===== src/hw/lamp_pkg.sv =====
// Shared constants, register map and carrier types of the status lamps.
// Assumes one 250 MHz clock and an APB master with 32-bit data.
package lamp_pkg;

  localparam int unsigned CLK_HZ    = 250_000_000;
  localparam int unsigned SLOW_HZ   = 1;
  localparam int unsigned FAST_HZ   = 10;
  localparam int unsigned SLOW_HALF = CLK_HZ / (2 * SLOW_HZ);
  localparam int unsigned FAST_HALF = CLK_HZ / (2 * FAST_HZ);
  localparam int unsigned FLASH_CNT_W = 27;

  localparam int unsigned APB_AW = 8;
  localparam logic [7:0] OFS_CTRL     = 8'h00;
  localparam logic [7:0] OFS_STATUS   = 8'h04;
  localparam logic [7:0] OFS_IRQ_STAT = 8'h08;
  localparam logic [7:0] OFS_IRQ_MASK = 8'h0c;
  localparam logic [7:0] OFS_LAMPS    = 8'h10;

  localparam int unsigned CTRL_LOCK_EN_BIT = 0;
  localparam int unsigned CTRL_BUS_VAR_BIT = 1;
  localparam logic        CTRL_LOCK_EN_RST = 1'b1;
  localparam logic        CTRL_BUS_VAR_RST = 1'b0;

  localparam int unsigned LAMP_DIAG_LSB = 0;
  localparam int unsigned LAMP_LINK_LSB = 2;
  localparam int unsigned LAMP_AXIS_LSB = 16;

  localparam int unsigned EV_BEAM = 0;
  localparam int unsigned EV_EXT  = 1;
  localparam int unsigned EV_INT  = 2;
  localparam int unsigned EV_WEAK = 3;
  localparam int unsigned EV_LINK = 4;
  localparam int unsigned EV_W    = 5;
  localparam logic [4:0]  IRQ_MASK_RST = 5'h00;

  localparam int unsigned ASI_ADDR_W = 5;

  typedef struct packed {
    logic red;
    logic green;
  } lamp_t;

  localparam lamp_t LAMP_OFF    = 2'h0;
  localparam lamp_t LAMP_GREEN  = 2'h1;
  localparam lamp_t LAMP_RED    = 2'h2;
  localparam lamp_t LAMP_YELLOW = 2'h3;

  typedef struct packed {
    logic [APB_AW-1:0] paddr;
    logic              psel;
    logic              penable;
    logic              pwrite;
    logic [31:0]       pwdata;
  } apb_req_t;

  typedef struct packed {
    logic [31:0] prdata;
    logic        pready;
    logic        pslverr;
  } apb_rsp_t;

  typedef struct packed {
    logic                  voltageOk;
    logic                  commOk;
    logic                  devErr;
    logic                  periphErr;
    logic [ASI_ADDR_W-1:0] addr;
  } asi_sense_t;

  typedef enum logic [0:0] {
    IL_LOCKED = 1'b0,
    IL_RUN    = 1'b1
  } ilock_state_t;

endpackage : lamp_pkg


===== src/hw/flash_gen.sv =====
// Free-running divider giving the slow and fast lamp flash phases.
// Assumes sys_clk at the package rate; counts are parameters for sims.
`timescale 1ns/1ns
module flash_gen
  import lamp_pkg::*;
#(
  parameter int unsigned SLOW_CYC = SLOW_HALF,
  parameter int unsigned FAST_CYC = FAST_HALF
)
(
  input  wire logic sys_clk,
  input  wire logic rst_n,
  output logic      slowPhase,
  output logic      fastPhase
);

  typedef struct packed {
    logic [FLASH_CNT_W-1:0] slowCnt;
    logic [FLASH_CNT_W-1:0] fastCnt;
    logic                   slow;
    logic                   fast;
  } flash_st_t;

  localparam logic [FLASH_CNT_W-1:0] SLOW_END = FLASH_CNT_W'(SLOW_CYC - 1);
  localparam logic [FLASH_CNT_W-1:0] FAST_END = FLASH_CNT_W'(FAST_CYC - 1);

  flash_st_t st;
  flash_st_t nxt;

  // Equal half periods give a 50 percent duty cycle.
  always_comb
  begin
    nxt = st;
    nxt.slowCnt = (st.slowCnt == SLOW_END) ? '0 : st.slowCnt + 1'b1;
    nxt.fastCnt = (st.fastCnt == FAST_END) ? '0 : st.fastCnt + 1'b1;
    nxt.slow    = st.slow ^ (st.slowCnt == SLOW_END);
    nxt.fast    = st.fast ^ (st.fastCnt == FAST_END);
  end

  always_ff @(posedge sys_clk or negedge rst_n)
  begin
    if (!rst_n)
    begin
      st <= '0;
    end
    else
    begin
      st <= nxt;
    end
  end

  assign slowPhase = st.slow;
  assign fastPhase = st.fast;
endmodule : flash_gen


===== src/hw/restart_interlock.sv =====
// Start/restart interlock driving the machine release output.
// Assumes the restart button and beam state are synchronous inputs.
`timescale 1ns/1ns
module restart_interlock
  import lamp_pkg::*;
(
  input  wire logic sys_clk,
  input  wire logic rst_n,
  input  wire logic lockEn,
  input  wire logic beamBroken,
  input  wire logic restartButton,
  output logic      locked,
  output logic      releaseOut
);

  typedef struct packed {
    ilock_state_t mode;
    logic         btnPrev;
    logic         lockEnPrev;
  } ilock_st_t;

  ilock_st_t st;
  ilock_st_t nxt;
  logic      press;

  always_comb
  begin
    nxt = st;
    press = restartButton & ~st.btnPrev;
    nxt.btnPrev = restartButton;
    nxt.lockEnPrev = lockEn;
    unique case (st.mode)
      IL_LOCKED:
      begin
        // A clear field plus a button press frees it; with lockEn off a clear field alone does.
        if (!beamBroken && (press || !lockEn))
        begin
          nxt.mode = IL_RUN;
        end
      end
      IL_RUN:
      begin
        if ((beamBroken && lockEn) || (lockEn && !st.lockEnPrev))
        begin
          nxt.mode = IL_LOCKED;
        end
      end
    endcase
  end

  always_ff @(posedge sys_clk or negedge rst_n)
  begin
    if (!rst_n)
    begin
      st <= '{mode: IL_LOCKED, default: '0};
    end
    else
    begin
      st <= nxt;
    end
  end

  // Gated without a flop so that a broken beam drops release at once.
  assign releaseOut = (st.mode == IL_RUN) && !beamBroken;
  assign locked     = (st.mode == IL_LOCKED) && lockEn;
endmodule : restart_interlock


===== src/hw/status_lamps.sv =====
// Receiver status lamps, interlock and APB register slave.
// Assumes synchronous condition inputs and an APB master on sys_clk.
//
// Our own choices: the APB interface to the registers and the register addresses.
`timescale 1ns/1ns

// Function
// - Axis lamp dark if beam inactive or unpowered.
// - External fault flashes diagnostic lamp red slowly.
// - Internal fault flashes diagnostic lamp red fast.
// - Weak signal flashes diagnostic lamp green slowly.
// - Locked interlock shows steady yellow outside bus variant; button releases.
// - Bus variant: no cable voltage, lamp dark.
// - Bus variant: no master communication, steady red.
// - Bus variant: address zero, yellow flashing.
// - Bus variant: device/link error, red-green alternating.
// - Bus variant: periphery error, green plus red flash.
// - Bus variant: normal communication, steady green.
// - Interlock holds release off until restart pressed.
// - Beam break drops release; no start while broken.
module status_lamps
  import lamp_pkg::*;
#(
  parameter int unsigned AXES     = 8,
  parameter int unsigned SLOW_CYC = SLOW_HALF,
  parameter int unsigned FAST_CYC = FAST_HALF
)
(
  input  wire logic       sys_clk,
  input  wire logic       rst_n,
  input  wire apb_req_t   apbReq,
  output apb_rsp_t        apbRsp,
  input  wire logic [AXES-1:0] beamActive,
  input  wire logic       txSupplyOk,
  input  wire logic [AXES-1:0] beamBlocked,
  input  wire logic       extFault,
  input  wire logic       intFault,
  input  wire logic       weakSignal,
  input  wire logic       restartButton,
  input  wire asi_sense_t asiSense,
  output logic [AXES-1:0] txAxisLamp,
  output lamp_t           diagLamp,
  output lamp_t           linkLamp,
  output logic            releaseOut,
  output logic            irq
);

  typedef struct packed {
    logic            lockEn;
    logic            busVariant;
    logic [EV_W-1:0] irqStat;
    logic [EV_W-1:0] irqMask;
    logic [EV_W-1:0] evPrev;
    lamp_t           diag;
    lamp_t           link;
    logic [AXES-1:0] axisLamp;
    logic [31:0]     rdata;
    logic            slverr;
  } top_st_t;

  localparam top_st_t ST_RESET = '{
    lockEn:     CTRL_LOCK_EN_RST,
    busVariant: CTRL_BUS_VAR_RST,
    irqMask:    IRQ_MASK_RST,
    default:    '0
  };

  top_st_t         st;
  top_st_t         nxt;
  logic            slowPhase;
  logic            fastPhase;
  logic            beamBroken;
  logic            locked;
  logic            setupPh;
  logic            wrAccess;
  logic [EV_W-1:0] evNow;
  logic [31:0]     rdWord;

  function automatic logic addrHit(input logic [APB_AW-1:0] a);
    addrHit = (a == OFS_CTRL) || (a == OFS_STATUS) ||
              (a == OFS_IRQ_STAT) || (a == OFS_IRQ_MASK) ||
              (a == OFS_LAMPS);
  endfunction : addrHit

  function automatic lamp_t flashOf(input lamp_t c, input logic ph);
    flashOf = ph ? c : LAMP_OFF;
  endfunction : flashOf

  flash_gen #(
    .SLOW_CYC (SLOW_CYC),
    .FAST_CYC (FAST_CYC)
  ) u_flash (
    .sys_clk   (sys_clk),
    .rst_n     (rst_n),
    .slowPhase (slowPhase),
    .fastPhase (fastPhase)
  );

  restart_interlock u_ilock (
    .sys_clk       (sys_clk),
    .rst_n         (rst_n),
    .lockEn        (st.lockEn),
    .beamBroken    (beamBroken),
    .restartButton (restartButton),
    .locked        (locked),
    .releaseOut    (releaseOut)
  );

  // Any single interrupted beam counts as a broken field.
  assign beamBroken = |beamBlocked;
  assign setupPh    = apbReq.psel && !apbReq.penable;
  assign wrAccess   = apbReq.psel && apbReq.penable && apbReq.pwrite;

  always_comb
  begin
    nxt = st;
    evNow = '0;
    evNow[EV_BEAM] = beamBroken;
    evNow[EV_EXT]  = extFault;
    evNow[EV_INT]  = intFault;
    evNow[EV_WEAK] = weakSignal;
    evNow[EV_LINK] = st.busVariant && !asiSense.commOk;

    // Axis lamp lit only with beam active and supply present.
    nxt.axisLamp = beamActive & {AXES{txSupplyOk}};

    if (intFault)
    begin
      nxt.diag = flashOf(LAMP_RED, fastPhase);
    end
    else if (extFault)
    begin
      nxt.diag = flashOf(LAMP_RED, slowPhase);
    end
    else if (weakSignal)
    begin
      nxt.diag = flashOf(LAMP_GREEN, slowPhase);
    end
    else
    begin
      nxt.diag = LAMP_OFF;
    end

    if (!st.busVariant)
    begin
      nxt.link = locked ? LAMP_YELLOW : LAMP_OFF;
    end
    else if (!asiSense.voltageOk)
    begin
      nxt.link = LAMP_OFF;
    end
    else if (asiSense.devErr)
    begin
      nxt.link = slowPhase ? LAMP_RED : LAMP_GREEN;
    end
    else if (asiSense.addr == '0)
    begin
      nxt.link = flashOf(LAMP_YELLOW, slowPhase);
    end
    else if (!asiSense.commOk)
    begin
      nxt.link = LAMP_RED;
    end
    else if (asiSense.periphErr)
    begin
      nxt.link = '{red: slowPhase, green: 1'b1};
    end
    else
    begin
      nxt.link = LAMP_GREEN;
    end

    rdWord = '0;
    unique case (apbReq.paddr)
      OFS_CTRL:
      begin
        rdWord[CTRL_LOCK_EN_BIT] = st.lockEn;
        rdWord[CTRL_BUS_VAR_BIT] = st.busVariant;
      end
      OFS_STATUS:
      begin
        rdWord[EV_W-1:0] = evNow;
        rdWord[EV_W]     = locked;
        rdWord[EV_W+1]   = releaseOut;
        rdWord[EV_W+2]   = asiSense.voltageOk;
      end
      OFS_IRQ_STAT: rdWord[EV_W-1:0] = st.irqStat;
      OFS_IRQ_MASK: rdWord[EV_W-1:0] = st.irqMask;
      OFS_LAMPS:
      begin
        rdWord[LAMP_DIAG_LSB +: 2]    = st.diag;
        rdWord[LAMP_LINK_LSB +: 2]    = st.link;
        rdWord[LAMP_AXIS_LSB +: AXES] = st.axisLamp;
      end
      default: rdWord = '0;
    endcase

    // Data is sampled in setup so the access phase needs no wait state.
    if (setupPh)
    begin
      nxt.rdata  = rdWord;
      nxt.slverr = !addrHit(apbReq.paddr);
    end

    if (wrAccess)
    begin
      unique case (apbReq.paddr)
        OFS_CTRL:
        begin
          nxt.lockEn     = apbReq.pwdata[CTRL_LOCK_EN_BIT];
          nxt.busVariant = apbReq.pwdata[CTRL_BUS_VAR_BIT];
        end
        OFS_IRQ_STAT: nxt.irqStat = st.irqStat & ~apbReq.pwdata[EV_W-1:0];
        OFS_IRQ_MASK: nxt.irqMask = apbReq.pwdata[EV_W-1:0];
        default: nxt.irqMask = st.irqMask;
      endcase
    end

    // A new event wins over a clear written in the same cycle.
    nxt.irqStat = nxt.irqStat | (evNow & ~st.evPrev);
    nxt.evPrev  = evNow;
  end

  always_ff @(posedge sys_clk or negedge rst_n)
  begin
    if (!rst_n)
    begin
      st <= ST_RESET;
    end
    else
    begin
      st <= nxt;
    end
  end

  assign apbRsp.prdata  = st.rdata;
  assign apbRsp.pready  = 1'b1;
  assign apbRsp.pslverr = st.slverr && apbReq.psel && apbReq.penable;
  assign txAxisLamp     = st.axisLamp;
  assign diagLamp       = st.diag;
  assign linkLamp       = st.link;
  assign irq            = |(st.irqStat & st.irqMask);
endmodule : status_lamps


===== config.mk =====
export PLATFORM = sky130hd
export DESIGN_NAME = status_lamps
export DESIGN_NICKNAME = d
export VERILOG_FILES = /design/src/hw/lamp_pkg.sv /design/src/hw/flash_gen.sv /design/src/hw/restart_interlock.sv /design/src/hw/status_lamps.sv
export SDC_FILE = /design/constraint.sdc
export NUM_CORES = 1
export LEC_CHECK = 0
export ABC_AREA = 1
export BUFFER_PORTS_ARGS = -buffer_cell sky130_fd_sc_hd__buf_2
export CORE_UTILIZATION = 59
export CTS_CLUSTER_SIZE = 30
export DETAILED_ROUTE_END_ITERATION = 10
export GPL_TIMING_DRIVEN = 0
export HOLD_SLACK_MARGIN = 0.08
export PLACE_DENSITY = 0.81
export SETUP_SLACK_MARGIN = 0.05
export SYNTH_ARGS = -nofsm -noshare
export SYNTH_HDL_FRONTEND = slang
export SYNTH_SLANG_ARGS = --single-unit
export TNS_END_PERCENT = 1

===== constraint.sdc =====
create_clock -name sys_clk -period 4.3 [get_ports sys_clk]
set_input_delay 0.43 -clock sys_clk [delete_from_list [all_inputs] [get_ports sys_clk]]
set_output_delay 0.43 -clock sys_clk [all_outputs]
set_load 0.03 [all_outputs]

==> run summary <==
Summing the sequential cell areas from Yosys gives a little under half of the chip area. The final cell count without fillers came out at 1029. For the worst setup path, the data arrival time is between 1 and 1.5 ns. After synthesis the netlist holds a flip-flop and latch count of 105. The worst setup path is captured at an output port. STA classifies the critical path startpoint as a flip-flop. The tree is rooted in a sky130_fd_sc_hd__clkbuf_8. The critical path class is reg2out.

The final antenna-violating net count is 0. The total inserted antenna cells is 0. For the worst-skew pair, the clock arrives at the later sink with an insertion delay of approximately 0.38 ns. The first global-routing pass estimated approximately 20000 um of wire. The worst hold slack is 0.0654 ns. The total standard cell area after synthesis is between 5000 and 6000 um2.

Summing all multi-input logic gate instances after layout gives ~2500 um2. Counting stages on the worst path, the most repeated cell is sky130_fd_sc_hd__nand2_1. The via count of the first global-routing pass is 4708. The routed via count divided by cell count is about 5. The TritonCTS clock tree is yes.

Across the VDD grid, the largest voltage drop is between 0.0001 and 0.00015 V. The register clock-pin slew on the reported worst setup and hold paths is about 0.11 ns. The critical path data required time is between 3 and 4 ns. After clock tree synthesis, the setup repair step added 0 buffers. The number of nets in the final layout came out at a little under 1000. The area growth from synthesis to final layout came out at 14.5%.

The clock net sink count came out at 105. In this run the worst path has a maximum fanout of 3. The leakage power came out at roughly 3.5 nW.

The residual overflow from global routing is 0. Detailed placement ended at an HPWL of between 9000 and 10000 um. For this run, design rule violations remaining after detail routing come to 0. The number of failing setup endpoints in the final timing report came out at 0. Including well taps, the total number of placed cells is slightly above 1000. The transition time at the pin with the least slew margin came out at around 0.64 ns.

The sequential cells in the finished layout cover a total of ~2600 um2. After layout, the minimum clock period comes to around 1.9 ns. The post-synthesis instance total is 791. Based on the critical path, the design can be clocked at up to ~0.52 GHz. The ratio of total power to cell area came out at 267 nW/um2.

The hold violation count in the final report came out at 0. The count of port buffers added during placement is 77. The headroom to the max-slew limit came out at about 57%. The warning count from the yosys run came out at 0. The top-level I/O count came out at 123. The width of the die is a little over 100 um. The clock buffer count from CTS came out at 9. The post-route clock skew is 0.0201 ns. The largest buffer count on any clock path came out at 2. The signal on the critical path passes through nand2_1, nand2_1, a221oi_1, nand2_1, buf_2. The die height came out at ~100 um. The class of the tightest hold or removal check is in2async. The run finished with clean final reports.

The number of rows created at floorplan came out at 35. The overall routed net length came out at 12300 um. Setup repair after global routing left no endpoint under its margin. The number of antenna violations at the first check in global routing came out at 0. The layout filler cell count came out at 802. The die footprint is slightly above 10000 um2.

The count of hold buffers inserted by post-cts repair is 0. The core region area came out at 9370 um2. CTS built an H-tree with a depth of 3. The number of max-slew violations in the final report is 0. The delay of the slowest cell on the worst path is approximately 0.42 ns.

Global routing consumed, over all layers together, between 20% and 30% of the routing resources. Averaged over all synthesized cells, the footprint is approximately 7.3 um2. The count of different cell masters after synthesis came out at 34. Dividing the detail-routed wire length by the instance count gives around 12 um. The proportion of layout cells with a drive suffix above 1 is between 15 and 20%. The cell family contributing the most delay on the critical path is flip-flops.

The detailed router placed about 5100 vias in this run. The power after layout is 1.78 mW. The total of max-cap violations is 0. The total negative setup slack came out at 0 ns. Together, buffers and inverters on the worst path number 1. The pre-antenna-repair detailed-routing pass consisted of 5 iterations. The maximum number of pins on one net before global-route repair came out at 58. The routability congestion estimate came out at 0.893. The number of gates resized after cts is 0. Once the floorplan was initialized, standard cells occupied approximately 62% of the core. The first-iteration detailed-routing DRC count came out at between 200 and 250. The slowest stage of the critical path belongs to the cell sky130_fd_sc_hd__dfrtp_1.

The ratio of final minimum period to clock period is approximately 44%.
[worst reg2reg max path, stage by stage (launching register included)]
cell                      delay, ns
sky130_fd_sc_hd__dfrtp_1       0.49
sky130_fd_sc_hd__ha_1          0.31
sky130_fd_sc_hd__nand3_4       0.13
sky130_fd_sc_hd__inv_2         0.12
sky130_fd_sc_hd__nand4_2       0.15
sky130_fd_sc_hd__nor2_4        0.28
sky130_fd_sc_hd__buf_6         0.19
sky130_fd_sc_hd__nor2_1        0.05
[cells in the final DEF (no fill, tap or decap), types with 2 or more instances in the layout]
cell type / netlist / routed
sky130_fd_sc_hd__nor2_1: 142 / 142
sky130_fd_sc_hd__clkinv_8: 0 / 3
sky130_fd_sc_hd__xnor2_1: 10 / 10
sky130_fd_sc_hd__buf_2: 2 / 78
sky130_fd_sc_hd__nor2_4: 3 / 3
sky130_fd_sc_hd__nand3_1: 48 / 48
sky130_fd_sc_hd__clkbuf_8: 0 / 9
sky130_fd_sc_hd__nor3_1: 10 / 10
sky130_fd_sc_hd__inv_2: 3 / 3
sky130_fd_sc_hd__a21oi_1: 5 / 5
sky130_fd_sc_hd__nand4_1: 8 / 8
sky130_fd_sc_hd__inv_6: 0 / 2
sky130_fd_sc_hd__conb_1: 2 / 17
sky130_fd_sc_hd__o21ai_0: 35 / 35
sky130_fd_sc_hd__clkbuf_1: 2 / 2
sky130_fd_sc_hd__nor2_2: 3 / 3
sky130_fd_sc_hd__dfrtp_1: 104 / 104
sky130_fd_sc_hd__nand2_1: 234 / 234
sky130_fd_sc_hd__inv_1: 98 / 98
sky130_fd_sc_hd__clkinv_1: 2 / 2
sky130_fd_sc_hd__xor2_1: 18 / 18
sky130_fd_sc_hd__buf_6: 2 / 2
sky130_fd_sc_hd__ha_1: 2 / 2
sky130_fd_sc_hd__buf_4: 45 / 46
[sequential cells by signal, summed over array words and instances (netlist names)]
signal / flops
apbRsp: 16
diagLamp: 2
linkLamp: 2
st: 18
txAxisLamp: 8
u_flash.fastPhase: 1
u_flash.slowPhase: 1
u_flash.st: 54
u_ilock.st: 3
[power by group]
part           switching [mW]  internal, mW  total (mW)  leakage (nW)
registers             0.00668          1.00        1.01          1.38
clock network           0.384         0.233       0.618         0.101
logic                  0.0978        0.0536       0.151          2.04
total                   0.489          1.29        1.78          3.53
[layout make-up]
cell class	count	area share, %
Inverter	103	5.82
Clock buffer	9	1.86
Tap cell	129	2.43
Clock inverter	7	1.28
Multi-Input combinational cell	547	37.1
Buffer	51	5.69
Timing Repair Buffer	78	6.25
Sequential cell	105	39.6
[routing by layer]
metal / GRT usage [%] / up-vias / share of wire [%]
li1: - / 2567 / -
met1: 34.7 / 2299 / 45
met2: 43.2 / 194 / 48
met3: 2.90 / 28 / 5.6
met4: 9.25 / 0 / 2.1
met5: 0 / - / 0
[metrics by stage]
step           util, %  cell area (um2)  setup slack (ns)
2_1_floorplan        -             5860              2.77
6_report          70.9             6640              2.39
5_1_grt           70.9             6640              2.32
3_5_place_dp      68.7             6430              2.45
3_3_place_gp      68.3             6400              1.69
4_1_cts           70.9             6640              2.40
[logic make-up after synthesis]
group,share of synthesized area (%)
other,0.129
xor gates and xnor gates,4.23
AOI/OAI and AO/OA,3.84
and+or+nand+nor,32.9
DFF,45.3
buffers and inverters,13.2
adders and majority gates,0.431
[worst paths after layout]
| path | startpoint | to | slack [ns] | depth (start not counted) |
|---|---|---|---|---|
| max | st[55] | irq | 2.39 | 5 |
| min | rst_n | apbRsp[8] | 0.07 | 1 |
| max reg2reg | u_flash.st[29] | u_flash.st[29] | 2.46 | 7 |
| min reg2reg | st[47] | st[57] | 0.42 | 1 |
| max in group asynchronous | rst_n | st[61] | 3.51 | 2 |
| min in group sys_clk | restartButton | u_ilock.st[1] | 0.17 | 1 |
[cell usage after synthesis]
cell,number,share of area [%]
sky130_fd_sc_hd__nand2_1,234,15
sky130_fd_sc_hd__nor2_1,142,9.2
sky130_fd_sc_hd__dfrtp_1,104,45
sky130_fd_sc_hd__inv_1,98,6.3
sky130_fd_sc_hd__nand3_1,48,4.1
sky130_fd_sc_hd__buf_4,45,5.8
sky130_fd_sc_hd__o21ai_0,35,3.0
sky130_fd_sc_hd__xor2_1,18,2.7
sky130_fd_sc_hd__nor3_1,10,0.86
sky130_fd_sc_hd__xnor2_1,10,1.5
sky130_fd_sc_hd__nand4_1,8,0.86
sky130_fd_sc_hd__a21oi_1,5,0.43
sky130_fd_sc_hd__inv_2,3,0.19
sky130_fd_sc_hd__nor2_2,3,0.32
sky130_fd_sc_hd__nor2_4,3,0.58
sky130_fd_sc_hd__buf_2,2,0.17
sky130_fd_sc_hd__buf_6,2,0.39
sky130_fd_sc_hd__clkbuf_1,2,0.13
sky130_fd_sc_hd__clkinv_1,2,0.13
sky130_fd_sc_hd__conb_1,2,0.13
sky130_fd_sc_hd__ha_1,2,0.43
sky130_fd_sc_hd__a221oi_1,1,0.15
sky130_fd_sc_hd__and3_1,1,0.11
sky130_fd_sc_hd__dfstp_2,1,0.45
sky130_fd_sc_hd__nand2_2,1,0.11
sky130_fd_sc_hd__nand3_2,1,0.17
sky130_fd_sc_hd__nand3_4,1,0.30
sky130_fd_sc_hd__nand3b_1,1,0.13
sky130_fd_sc_hd__nand4_2,1,0.22
sky130_fd_sc_hd__nand4_4,1,0.37
sky130_fd_sc_hd__nor3_4,1,0.28
sky130_fd_sc_hd__o22ai_1,1,0.11
sky130_fd_sc_hd__o31ai_1,1,0.13
sky130_fd_sc_hd__or2_2,1,0.11
Note: power is estimated with default switching activity, not from simulation.
